**config.mk**
```make
export PLATFORM = sky130hd
export DESIGN_NAME = dtc_timer_core
export DESIGN_NICKNAME = d
export VERILOG_FILES = /design/src/core/dtc_pkg.sv /design/src/core/dtc_presc_if.sv /design/src/core/dtc_prescaler.sv /design/src/core/dtc_timer_core.sv
export SDC_FILE = /design/constraint.sdc
export NUM_CORES = 1
export LEC_CHECK = 0
export BUFFER_PORTS_ARGS = -buffer_cell sky130_fd_sc_hd__buf_2
export CAP_MARGIN = 30
export CORE_MARGIN = 2
export CORE_UTILIZATION = 45
export CTS_CLUSTER_SIZE = 30
export DETAILED_ROUTE_END_ITERATION = 6
export PLACE_DENSITY = 0.7
export SLEW_MARGIN = 20
export SYNTH_ARGS = -nofsm -noshare
export SYNTH_HDL_FRONTEND = slang
export SYNTH_HIERARCHICAL = 1
export SYNTH_SLANG_ARGS = --single-unit
export TNS_END_PERCENT = 10
```
**constraint.sdc**
```tcl
create_clock -name clk -period 4.9 [get_ports clk]
set_input_delay 0.245 -clock clk [delete_from_list [all_inputs] [get_ports clk]]
set_output_delay 0.245 -clock clk [all_outputs]
set_load 0.01 [all_outputs]
```
**src/core/dtc_pkg.sv**
```systemverilog
// constants, field positions and types shared by the dual timer/counter block
// How it works
// [RULE1] timer one overflow sets its flag; vector clears
// [RULE2] timer zero overflow sets its flag; vector clears
// [RULE3] timer one runs while its run bit set
// [RULE4] timer zero runs while its run bit set
// [RULE5] input one pending on selected edge/level
// [RULE6] input zero pending on selected edge/level
// [RULE7] input one type bit: 0 level, 1 edge
// [RULE8] input zero type bit: 0 level, 1 edge
// [RULE9] timer one gate needs input one active
// [RULE10] timer zero gate needs input zero active
// [RULE11] timer one counts pin falls or internal clock
// [RULE12] timer zero counts pin falls or internal clock
// [RULE13] timer one modes: 13, 16, 8-reload, inactive
// [RULE14] timer zero modes: 13, 16, 8-reload, split
// [RULE15] timer zero low byte readable and writable
// [RULE16] timer one low byte readable and writable
// [RULE17] timer zero high byte readable and writable
// [RULE18] control register bits singly read and writable
// [RULE19] 13-bit mode: high byte plus five bits
// [RULE20] 8-bit mode reloads low from high byte
// [RULE21] split: high byte uses run one, flag one
// [RULE22] prescale: div 12, 4, 48, ext div 8
// [RULE23] hardware set beats software clear same cycle
package dtc_pkg;
	// ---------------------------------------------------------------
	// register addresses and reset values
	// ---------------------------------------------------------------
	localparam logic [7:0] ADDR_RUN_FLAGS = 8'h88;
	localparam logic [7:0] ADDR_MODE_CFG  = 8'h89;
	localparam logic [7:0] ADDR_T0_LOW    = 8'h8A;
	localparam logic [7:0] ADDR_T1_LOW    = 8'h8B;
	localparam logic [7:0] ADDR_T0_HIGH   = 8'h8C;
	localparam logic [7:0] ADDR_T1_HIGH   = 8'h8D;
	localparam logic [7:0] RESET_BYTE     = 8'h00;
	localparam logic [7:0] BYTE_ONES      = 8'hFF;
	localparam logic [12:0] COUNT13_MAX   = 13'h1FFF;
	// ---------------------------------------------------------------
	// bit positions
	// ---------------------------------------------------------------
	localparam int BIT_TF1 = 7;
	localparam int BIT_TR1 = 6;
	localparam int BIT_TF0 = 5;
	localparam int BIT_TR0 = 4;
	localparam int BIT_IE1 = 3;
	localparam int BIT_IT1 = 2;
	localparam int BIT_IE0 = 1;
	localparam int BIT_IT0 = 0;
	localparam int BIT_TIMER_ONE_GATING = 7;
	localparam int BIT_CT1   = 6;
	localparam int MODE1_LSB = 4;
	localparam int BIT_TIMER_ZERO_GATING = 3;
	localparam int BIT_CT0   = 2;
	localparam int MODE0_LSB = 0;
	// synchroniser lanes
	localparam int PIN_EXT_IRQ_ZERO_INPUT = 0;
	localparam int PIN_EXT_IRQ_ONE_INPUT = 1;
	localparam int PIN_T0   = 2;
	localparam int PIN_T1   = 3;
	localparam int PIN_EXT  = 4;
	localparam int NPINS    = 5;
	// ---------------------------------------------------------------
	// modes and prescaler
	// ---------------------------------------------------------------
	typedef enum logic [1:0] {
		DTC_MODE13,
		DTC_MODE16,
		DTC_MODE8AR,
		DTC_MODE_SPLIT
	} dtc_mode_e;
	localparam logic [1:0] PRE_DIV12 = 2'h0;
	localparam logic [1:0] PRE_DIV4  = 2'h1;
	localparam logic [1:0] PRE_DIV48 = 2'h2;
	localparam logic [1:0] PRE_EXT8  = 2'h3;
	localparam int DIV_12 = 12;
	localparam int DIV_4  = 4;
	localparam int DIV_48 = 48;
	localparam int DIV_8  = 8;
endpackage : dtc_pkg

```
**src/core/dtc_presc_if.sv**
```systemverilog
// prescaler hookup between timer core and prescaler
interface dtc_presc_if;
	logic [1:0] sel;
	logic       ext_fall;
	logic       tick;
	modport ctrl  (output sel, output ext_fall, input tick);
	modport presc (input sel, input ext_fall, output tick);
endinterface : dtc_presc_if

```
**src/core/dtc_prescaler.sv**
```systemverilog
// shared timer clock prescaler
module dtc_prescaler
	import dtc_pkg::*;
#(
	parameter int DIV_A = DIV_12,
	parameter int DIV_B = DIV_4,
	parameter int DIV_C = DIV_48,
	parameter int DIV_E = DIV_8,
	parameter int CW    = 6
) (
	input wire logic     clk,
	input wire logic     resetn,
	input wire logic     ce,
	dtc_presc_if.presc   pif
);
	if (DIV_A < 1 || DIV_B < 1 || DIV_C < 1 || DIV_E < 1) begin : g_chk_min
		$error("prescaler divisors must be at least one");
	end
	if (DIV_A > 2**CW || DIV_B > 2**CW || DIV_C > 2**CW || DIV_E > 2**CW) begin : g_chk_w
		$error("prescaler counter too narrow for a divisor");
	end

	logic [CW-1:0] cnt;
	logic [CW-1:0] limit;
	logic          step;
	logic          last;

	// RULE22: the external choice counts synchronised falling edges, not cycles
	assign limit = (pif.sel == PRE_DIV12) ? CW'(DIV_A - 1) :
		(pif.sel == PRE_DIV4) ? CW'(DIV_B - 1) :
		(pif.sel == PRE_DIV48) ? CW'(DIV_C - 1) : CW'(DIV_E - 1); // [RULE22]
	assign step = (pif.sel == PRE_EXT8) ? pif.ext_fall : 1'b1;
	// a lowered divisor below the count still wraps at once
	assign last = (cnt >= limit);
	assign pif.tick = ce & step & last; // [RULE22]

	always_ff @(posedge clk or negedge resetn) begin
		if (!resetn) begin
			cnt <= '0;
		end else if (ce && step) begin
			cnt <= last ? '0 : cnt + CW'(1);
		end
	end
endmodule : dtc_prescaler

```
**src/core/dtc_timer_core.sv**
```systemverilog
// dual timer/counter with external interrupt flags, top module
module dtc_timer_core
	import dtc_pkg::*;
(
	input  wire logic       clk,
	input  wire logic       resetn,
	input  wire logic       ce,
	input  wire logic [7:0] sfr_addr,
	input  wire logic       sfr_wr,
	input  wire logic       sfr_rd,
	input  wire logic [7:0] sfr_wdata,
	input  wire logic       sfr_bit_wr,
	input  wire logic [2:0] sfr_bit_sel,
	input  wire logic       sfr_bit_val,
	output logic [7:0]      sfr_rdata,
	input  wire logic       vec_ack_tf0,
	input  wire logic       vec_ack_tf1,
	input  wire logic       vec_ack_ie0,
	input  wire logic       vec_ack_ie1,
	input  wire logic       ext_irq_zero_input,
	input  wire logic       ext_irq_one_input,
	input  wire logic       count_pin_zero,
	input  wire logic       count_pin_one,
	input  wire logic       ext_clk_pin,
	input  wire logic       ext_irq_zero_polarity,
	input  wire logic       ext_irq_one_polarity,
	input  wire logic [1:0] prescale_select,
	input  wire logic       t0_sysclk_sel,
	input  wire logic       t1_sysclk_sel,
	output logic            timer_zero_overflow_flag,
	output logic            timer_one_overflow_flag,
	output logic            ext_irq_zero_pending,
	output logic            ext_irq_one_pending,
	output logic            timer_one_overflow_pulse
);
	// ---------------------------------------------------------------
	// state
	// ---------------------------------------------------------------
	logic [7:0]       timer_run_and_flags_control;
	logic [7:0]       timer_mode_config;
	logic [7:0]       tl0;
	logic [7:0]       th0;
	logic [7:0]       tl1;
	logic [7:0]       th1;
	logic [NPINS-1:0] sy1;
	logic [NPINS-1:0] sy2;
	logic [NPINS-1:0] sy3;
	logic [NPINS-1:0] lvl;
	logic             sync_ok;
	logic             act0_q;
	logic             act1_q;

	// ---------------------------------------------------------------
	// timer step, shared by both timers: returns {overflow, high, low}
	// ---------------------------------------------------------------
	function automatic logic [16:0] tstep(input logic [1:0] mode, input logic [15:0] cnt);
		logic [12:0] c13;
		logic [12:0] n13;
		logic        ovf;
		logic [15:0] n;
		c13 = {cnt[15:8], cnt[4:0]};
		n13 = c13 + 13'h0001;
		ovf = 1'b0;
		n   = cnt;
		case (dtc_mode_e'(mode))
			DTC_MODE13: begin
				// upper three low-byte bits are left alone
				ovf = (c13 == COUNT13_MAX); // [RULE19]
				n   = {n13[12:5], cnt[7:5], n13[4:0]}; // [RULE19]
			end
			DTC_MODE16: begin
				{ovf, n} = {1'b0, cnt} + 17'h00001;
			end
			DTC_MODE8AR: begin
				ovf = (cnt[7:0] == BYTE_ONES); // [RULE20]
				n   = {cnt[15:8], ovf ? cnt[15:8] : cnt[7:0] + 8'h01}; // [RULE20]
			end
			default: begin
				ovf = 1'b0;
				n   = cnt;
			end
		endcase
		return {ovf, n};
	endfunction : tstep

	// ---------------------------------------------------------------
	// pin synchronisers
	// ---------------------------------------------------------------
	// a lane's level moves only once the last two stages agree, which
	// filters a one-cycle glitch caught on the boundary
	wire [NPINS-1:0] pins = {ext_clk_pin, count_pin_one, count_pin_zero,
		ext_irq_one_input, ext_irq_zero_input};
	wire [NPINS-1:0] agree    = ~(sy2 ^ sy3);
	wire [NPINS-1:0] next_lvl = (agree & sy3) | (~agree & lvl);
	wire [NPINS-1:0] fall     = {NPINS{sync_ok}} & lvl & ~next_lvl;

	always_ff @(posedge clk or negedge resetn) begin
		if (!resetn) begin
			sy1     <= '0;
			sy2     <= '0;
			sy3     <= '0;
			lvl     <= '0;
			sync_ok <= 1'b0;
		end else if (ce) begin
			sy1     <= pins;
			sy2     <= sy1;
			sy3     <= sy2;
			lvl     <= next_lvl;
			sync_ok <= sync_ok | (&agree);
		end
	end

	// ---------------------------------------------------------------
	// prescaler
	// ---------------------------------------------------------------
	dtc_presc_if pif ();
	assign pif.sel      = prescale_select;
	assign pif.ext_fall = fall[PIN_EXT];

	dtc_prescaler u_presc (
		.clk    (clk),
		.resetn (resetn),
		.ce     (ce),
		.pif    (pif)
	);

	// ---------------------------------------------------------------
	// field decode
	// ---------------------------------------------------------------
	wire       tr0   = timer_run_and_flags_control[BIT_TR0];
	wire       tr1   = timer_run_and_flags_control[BIT_TR1];
	wire       it0   = timer_run_and_flags_control[BIT_IT0];
	wire       it1   = timer_run_and_flags_control[BIT_IT1];
	wire       timer_zero_gating = timer_mode_config[BIT_TIMER_ZERO_GATING];
	wire       timer_one_gating = timer_mode_config[BIT_TIMER_ONE_GATING];
	wire       ct0   = timer_mode_config[BIT_CT0];
	wire       ct1   = timer_mode_config[BIT_CT1];
	wire [1:0] mode0 = timer_mode_config[MODE0_LSB +: 2];
	wire [1:0] mode1 = timer_mode_config[MODE1_LSB +: 2];
	wire       split = (mode0 == DTC_MODE_SPLIT);

	// ---------------------------------------------------------------
	// external interrupt inputs
	// ---------------------------------------------------------------
	// polarity 1 means active high; nothing counts until lanes settle
	wire act0  = sync_ok & (lvl[PIN_EXT_IRQ_ZERO_INPUT] == ext_irq_zero_polarity);
	wire act1  = sync_ok & (lvl[PIN_EXT_IRQ_ONE_INPUT] == ext_irq_one_polarity);
	wire edge0 = act0 & ~act0_q;
	wire edge1 = act1 & ~act1_q;
	wire set_ie0 = it0 ? edge0 : act0; // [RULE8] [RULE6]
	wire set_ie1 = it1 ? edge1 : act1; // [RULE7] [RULE5]

	// ---------------------------------------------------------------
	// timer zero
	// ---------------------------------------------------------------
	wire t0_int  = t0_sysclk_sel | pif.tick;
	wire t0_tick = ct0 ? fall[PIN_T0] : t0_int; // [RULE12]
	wire t0_run  = tr0 & (~timer_zero_gating | act0); // [RULE4] [RULE10]
	wire t0_adv  = t0_run & t0_tick;
	wire [16:0] t0_res = tstep(mode0, {th0, tl0}); // [RULE14]
	// split: low byte keeps timer zero controls, high byte borrows run one
	wire tl0_ovf = (tl0 == BYTE_ONES);
	wire th0_adv = split & tr1 & t0_int; // [RULE21]
	wire th0_ovf = th0_adv & (th0 == BYTE_ONES); // [RULE21]
	wire set_tf0 = t0_adv & (split ? tl0_ovf : t0_res[16]); // [RULE2]

	// ---------------------------------------------------------------
	// timer one
	// ---------------------------------------------------------------
	// while timer zero is split, timer one runs purely by its mode and
	// may not use its pin nor touch its flag; its overflow still pulses
	wire t1_int  = t1_sysclk_sel | pif.tick;
	wire t1_tick = (ct1 & ~split) ? fall[PIN_T1] : t1_int; // [RULE11]
	wire t1_live = (mode1 != DTC_MODE_SPLIT); // [RULE13]
	wire t1_run  = t1_live & (split | (tr1 & (~timer_one_gating | act1))); // [RULE3] [RULE9]
	wire t1_adv  = t1_run & t1_tick;
	wire [16:0] t1_res = tstep(mode1, {th1, tl1}); // [RULE13]
	wire t1_ovf  = t1_adv & t1_res[16];
	wire set_tf1 = split ? th0_ovf : t1_ovf; // [RULE1] [RULE21]

	// ---------------------------------------------------------------
	// register write decode
	// ---------------------------------------------------------------
	wire wr_timer_run_and_flags_control = sfr_wr & (sfr_addr == ADDR_RUN_FLAGS);
	wire wr_timer_mode_config = sfr_wr & (sfr_addr == ADDR_MODE_CFG);
	wire wr_tl0  = sfr_wr & (sfr_addr == ADDR_T0_LOW); // [RULE15]
	wire wr_tl1  = sfr_wr & (sfr_addr == ADDR_T1_LOW); // [RULE16]
	wire wr_th0  = sfr_wr & (sfr_addr == ADDR_T0_HIGH); // [RULE17]
	wire wr_th1  = sfr_wr & (sfr_addr == ADDR_T1_HIGH);

	// ---------------------------------------------------------------
	// control register next value
	// ---------------------------------------------------------------
	logic [7:0] next_timer_run_and_flags_control;
	always_comb begin
		next_timer_run_and_flags_control = timer_run_and_flags_control;
		if (wr_timer_run_and_flags_control) begin
			next_timer_run_and_flags_control = sfr_wdata;
		end
		if (sfr_bit_wr) begin
			next_timer_run_and_flags_control[sfr_bit_sel] = sfr_bit_val; // [RULE18]
		end
		if (vec_ack_tf0) begin
			next_timer_run_and_flags_control[BIT_TF0] = 1'b0; // [RULE2]
		end
		if (vec_ack_tf1) begin
			next_timer_run_and_flags_control[BIT_TF1] = 1'b0; // [RULE1]
		end
		// a level-mode pending flag is set every cycle the pin is active and stays set until software clears it, so vectoring leaves it
		if (vec_ack_ie0 && it0) begin
			next_timer_run_and_flags_control[BIT_IE0] = 1'b0; // [RULE6]
		end
		if (vec_ack_ie1 && it1) begin
			next_timer_run_and_flags_control[BIT_IE1] = 1'b0; // [RULE5]
		end
		// hardware sets are applied last so they win over any clear
		next_timer_run_and_flags_control[BIT_TF0] = next_timer_run_and_flags_control[BIT_TF0] | set_tf0; // [RULE23]
		next_timer_run_and_flags_control[BIT_TF1] = next_timer_run_and_flags_control[BIT_TF1] | set_tf1; // [RULE23]
		next_timer_run_and_flags_control[BIT_IE0] = next_timer_run_and_flags_control[BIT_IE0] | set_ie0; // [RULE23]
		next_timer_run_and_flags_control[BIT_IE1] = next_timer_run_and_flags_control[BIT_IE1] | set_ie1; // [RULE23]
	end

	// ---------------------------------------------------------------
	// count register next values
	// ---------------------------------------------------------------
	// a software byte write beats a count on the same edge
	logic [7:0] next_tl0;
	logic [7:0] next_th0;
	logic [7:0] next_tl1;
	logic [7:0] next_th1;
	always_comb begin
		next_tl0 = tl0;
		next_th0 = th0;
		if (split) begin
			if (t0_adv) begin
				next_tl0 = tl0 + 8'h01;
			end
			if (th0_adv) begin
				next_th0 = th0 + 8'h01;
			end
		end else if (t0_adv) begin
			{next_th0, next_tl0} = t0_res[15:0];
		end
		if (wr_tl0) begin
			next_tl0 = sfr_wdata; // [RULE15]
		end
		if (wr_th0) begin
			next_th0 = sfr_wdata; // [RULE17]
		end
	end

	always_comb begin
		next_tl1 = tl1;
		next_th1 = th1;
		if (t1_adv) begin
			{next_th1, next_tl1} = t1_res[15:0];
		end
		if (wr_tl1) begin
			next_tl1 = sfr_wdata; // [RULE16]
		end
		if (wr_th1) begin
			next_th1 = sfr_wdata;
		end
	end

	// ---------------------------------------------------------------
	// read mux
	// ---------------------------------------------------------------
	// unmapped addresses read zero
	wire [7:0] rd_mux =
		(sfr_addr == ADDR_RUN_FLAGS) ? timer_run_and_flags_control :
		(sfr_addr == ADDR_MODE_CFG)  ? timer_mode_config :
		(sfr_addr == ADDR_T0_LOW)    ? tl0 :
		(sfr_addr == ADDR_T1_LOW)    ? tl1 :
		(sfr_addr == ADDR_T0_HIGH)   ? th0 :
		(sfr_addr == ADDR_T1_HIGH)   ? th1 : RESET_BYTE;

	// ---------------------------------------------------------------
	// registers
	// ---------------------------------------------------------------
	always_ff @(posedge clk or negedge resetn) begin
		if (!resetn) begin
			timer_run_and_flags_control <= RESET_BYTE;
			timer_mode_config <= RESET_BYTE;
		end else if (ce) begin
			timer_run_and_flags_control <= next_timer_run_and_flags_control; // [RULE18]
			if (wr_timer_mode_config) begin
				timer_mode_config <= sfr_wdata;
			end
		end
	end

	always_ff @(posedge clk or negedge resetn) begin
		if (!resetn) begin
			tl0 <= RESET_BYTE;
			th0 <= RESET_BYTE;
			tl1 <= RESET_BYTE;
			th1 <= RESET_BYTE;
		end else if (ce) begin
			tl0 <= next_tl0;
			th0 <= next_th0;
			tl1 <= next_tl1;
			th1 <= next_th1;
		end
	end

	always_ff @(posedge clk or negedge resetn) begin
		if (!resetn) begin
			act0_q <= 1'b0;
			act1_q <= 1'b0;
		end else if (ce) begin
			act0_q <= act0;
			act1_q <= act1;
		end
	end

	// ---------------------------------------------------------------
	// outputs
	// ---------------------------------------------------------------
	// the pulse serves baud and trigger users even while the flag is
	// owned by the split high byte
	always_ff @(posedge clk or negedge resetn) begin
		if (!resetn) begin
			sfr_rdata                <= RESET_BYTE;
			timer_one_overflow_pulse <= 1'b0;
		end else if (ce) begin
			if (sfr_rd) begin
				sfr_rdata <= rd_mux;
			end
			timer_one_overflow_pulse <= t1_ovf;
		end
	end

	assign timer_zero_overflow_flag = timer_run_and_flags_control[BIT_TF0];
	assign timer_one_overflow_flag  = timer_run_and_flags_control[BIT_TF1];
	assign ext_irq_zero_pending     = timer_run_and_flags_control[BIT_IE0];
	assign ext_irq_one_pending      = timer_run_and_flags_control[BIT_IE1];
endmodule : dtc_timer_core

```
==> impl_metrics.yaml <==
status:
  status: "complete, no violations"
yosys:
  synth-edff-count: 0
  ys_async_sr_fraction_pct: 100
  synth_cell_type_count: 72
  synth_nets: 806
  ys_ff_latch: 86
  synth_cells: 749
  syn_area_mm2: 0.00640
  synth_top_area_cell: "dfrtp_1"
  synth_flop_cell: "dfrtp_1"
  seq_area_frac_synth_pct: 33.6
  synth_top_area_share_pct: 33.6
  synth_area_leaders: "dfrtp_1, mux2_2, o21ai_0, nand2_1, a21oi_1"
  ys_warn_count: 6
  syn_area_per_cell_um2: 8.54
clock_network:
  cts.sinks: 86
  clk_pin_slew_ps: 70
  worstSkewPairLatency_ps: 360
  clock_path_buffers: 2
  h-tree-depth: 3
  numCtsBuffers: 9
  cts_setup_buffers: 0
  cts-root-buf: "clkbuf_16"
  cts_tree: "yes"
routing:
  viasPerCell: 6.43
  finalWirelength_mm: 19.5
  ant_nets: 0
  routedWlPerCell_um: 20.4
  initialDrtViolationCount: 530
  dr_total_vias: 6144
  dr.pass1.iters: 5
  drc: 0
timing:
  finalSetupViolCount: 0
  worst_slew_pin_slew_ps: 821
  finalCritPeriodShare_pct: 68.5
  rsz0062_at_grt: "false"
  finalClockSkew_ps: 10.6
  tns_ps: 0
  min_period_ps: 3360
  slew_headroom_pct: 45.1
  hold_viol_final: 0
  finalMaxSlewViolations: 0
  max_freq_ghz: 0.298
die:
  dieHeight_um: 123
  die-width_um: 123
  start_util_pct: 46.1
  ios: 54
  dieArea_mm2: 0.0152
  fp-row-count: 43
  core_mm2: 0.0139
placed_design:
  hpwl_mm: 14.4
  portBuffers: 53
  gp_congestion: 0.952
  dpl-instance-area_mm2: 0.00673
setup_path:
  cp.required_ps: 5140
  r2r_cells: 10
  arrival_ps: 3600
  cp-startpoint: "sync_ok"
  path_delay_family: "simple AND/OR/NAND/NOR gates"
  path_depth: 10
  crit_chain: "nor4bb_1, nand3b_1, and2_1, and2_1, nor2_1, o32a_1, o22a_4, o31ai_1, and2_2, mux2_1"
  critical_path_buf_inv_count: 0
  critPathMaxFanout: 9
  crit_path_frequent_cell: "and2_1"
  critPathKind: "reg2reg"
  critPathMaxStageDelay_ps: 560
  cp_slowest_cell: "nor4bb_1"
  critPathCaptureType: "register"
  cp-start-kind: "register"
  reg2reg_from: "sync_ok"
grt:
  grt.total_usage_pct: 26.6
  grt_remaining_overflow: 0
  first_global_vias: 5795
  antenna_found_initial: 0
  grt_pass1_wl_mm: 30.9
  grt_max_degree: 67
finish:
  area_growth_pct: 10.2
  fin_area_mm2: 0.00705
  num-nets-final: 827
  n_antenna_cell: 0
  layout-drive-gt1-share_pct: 15.7
  final_util_pct: 50.8
run:
  max-cap-violations: 0
power:
  vdd_ir_drop_max_uv: 236
  report.power.total_w: 0.00250
  p_leak_nw: 2.92
  power_density_mw_per_mm2: 354
hold_path:
  hold_path_depth: 2
  hold_class: "in2reg"
  hp-start: "count_pin_one"
## registers in the layout, summed over array words and instances, names as in the netlist, named ones only
| signal | flops |
|---|---|
| timer_mode_config | 8 |
| act0_q | 1 |
| tl0 | 8 |
| sy2 | 5 |
| timer_one_overflow_pulse | 1 |
| timer_run_and_flags_control | 8 |
| sync_ok | 1 |
| sfr_rdata | 8 |
| th0 | 8 |
| tl1 | 8 |
| sy1 | 5 |
| act1_q | 1 |
| th1 | 8 |
| lvl | 3 |
| u_presc/cnt | 6 |
| sy3 | 5 |
## metrics by stage
step / cells / hold WS, ps / worst slack [ps]
2_1_floorplan: 749 / -50.6 / 2240
3_3_place_gp: 937 / 221 / 1720
3_5_place_dp: 938 / 233 / 1690
4_1_cts: 955 / 111 / 1670
5_1_grt: 955 / 118 / 1390
6_report: 955 / 117 / 1540
## synthesized netlist by cell type (10+ instances only)
cell type,count
xnor2_1,20
a21oi_1,40
a22oi_1,11
o211ai_1,13
xor2_1,12
mux2i_1,16
nand2b_1,13
nand2_1,72
nand3_1,27
nand4_1,10
a22o_1,14
inv_1,25
o21ai_0,67
nor2b_1,19
o22ai_1,13
and3_1,11
dfrtp_1,86
nor2_1,48
nor3_1,16
clkbuf_1,36
ha_1,16
mux2_2,34
## cell families (layout without fill, tap and decap cells)
| kind of cell | count (synthesis) | in the layout | share of synthesized area [%] |
|---|---|---|---|
| AOI/OAI and AO/OA | 239 | 239 | 25.3 |
| xor gates and xnor gates | 32 | 32 | 4.38 |
| adders and majority gates | 16 | 16 | 3.13 |
| buffers and inverters | 72 | 98 | 4.34 |
| DFF | 86 | 86 | 33.6 |
| muxes | 54 | 54 | 9.55 |
| and+or+nand+nor | 250 | 250 | 19.6 |
## worst paths after layout
kind	slack, ps	endpoint
max	1540	tl1[7]
min	120	sy1[3]
max reg2reg	1540	tl1[7]
min reg2reg	480	sfr_rdata[3]
max in group asynchronous	3490	sy3[3]
min in group asynchronous	390	th0[5]
## final cells by class
cell class / count / area (um^2)
Multi-Input combinational cell: 591 / 3970
Inverter: 25 / 93.8
Clock inverter: 7 / 87.6
Clock buffer: 9 / 225
Timing Repair Buffer: 57 / 298
Sequential cell: 86 / 2150
Fill cell: 1309 / 6830
Tap cell: 180 / 225
## metal layers
metal,vias up,track usage [%],wire (um)
li1,2813,-,-
met1,2982,36.4,8320
met2,303,40.4,8730
met3,46,5.07,1700
met4,0,12.9,707
met5,-,0,0
## power breakdown
group,switching (W),internal [W]
clock network,0.000327,0.000408
logic,0.000356,0.000338
registers,0.000233,0.000835
total,0.000916,0.00158
## placed cells by master, fill, tap and decap left out, types with 12 or more instances in the layout
cell,count
inv_1,25
nand2_1,72
nand2b_1,13
buf_2,53
nor3_1,16
xnor2_1,20
o21ai_0,67
o211ai_1,13
o22ai_1,13
nand3_1,27
nor2b_1,19
mux2i_1,16
nor2_1,48
dfrtp_1,86
ha_1,16
a22o_1,14
xor2_1,12
mux2_2,34
a21oi_1,40
## timing repair
action / in CTS / in global routing
resized for setup: 0 / 0
hold buffers: 1 / 0
endpoints found under the hold margin: 33 / 0
No activity file was read; power rests on OpenSTA's default activity.
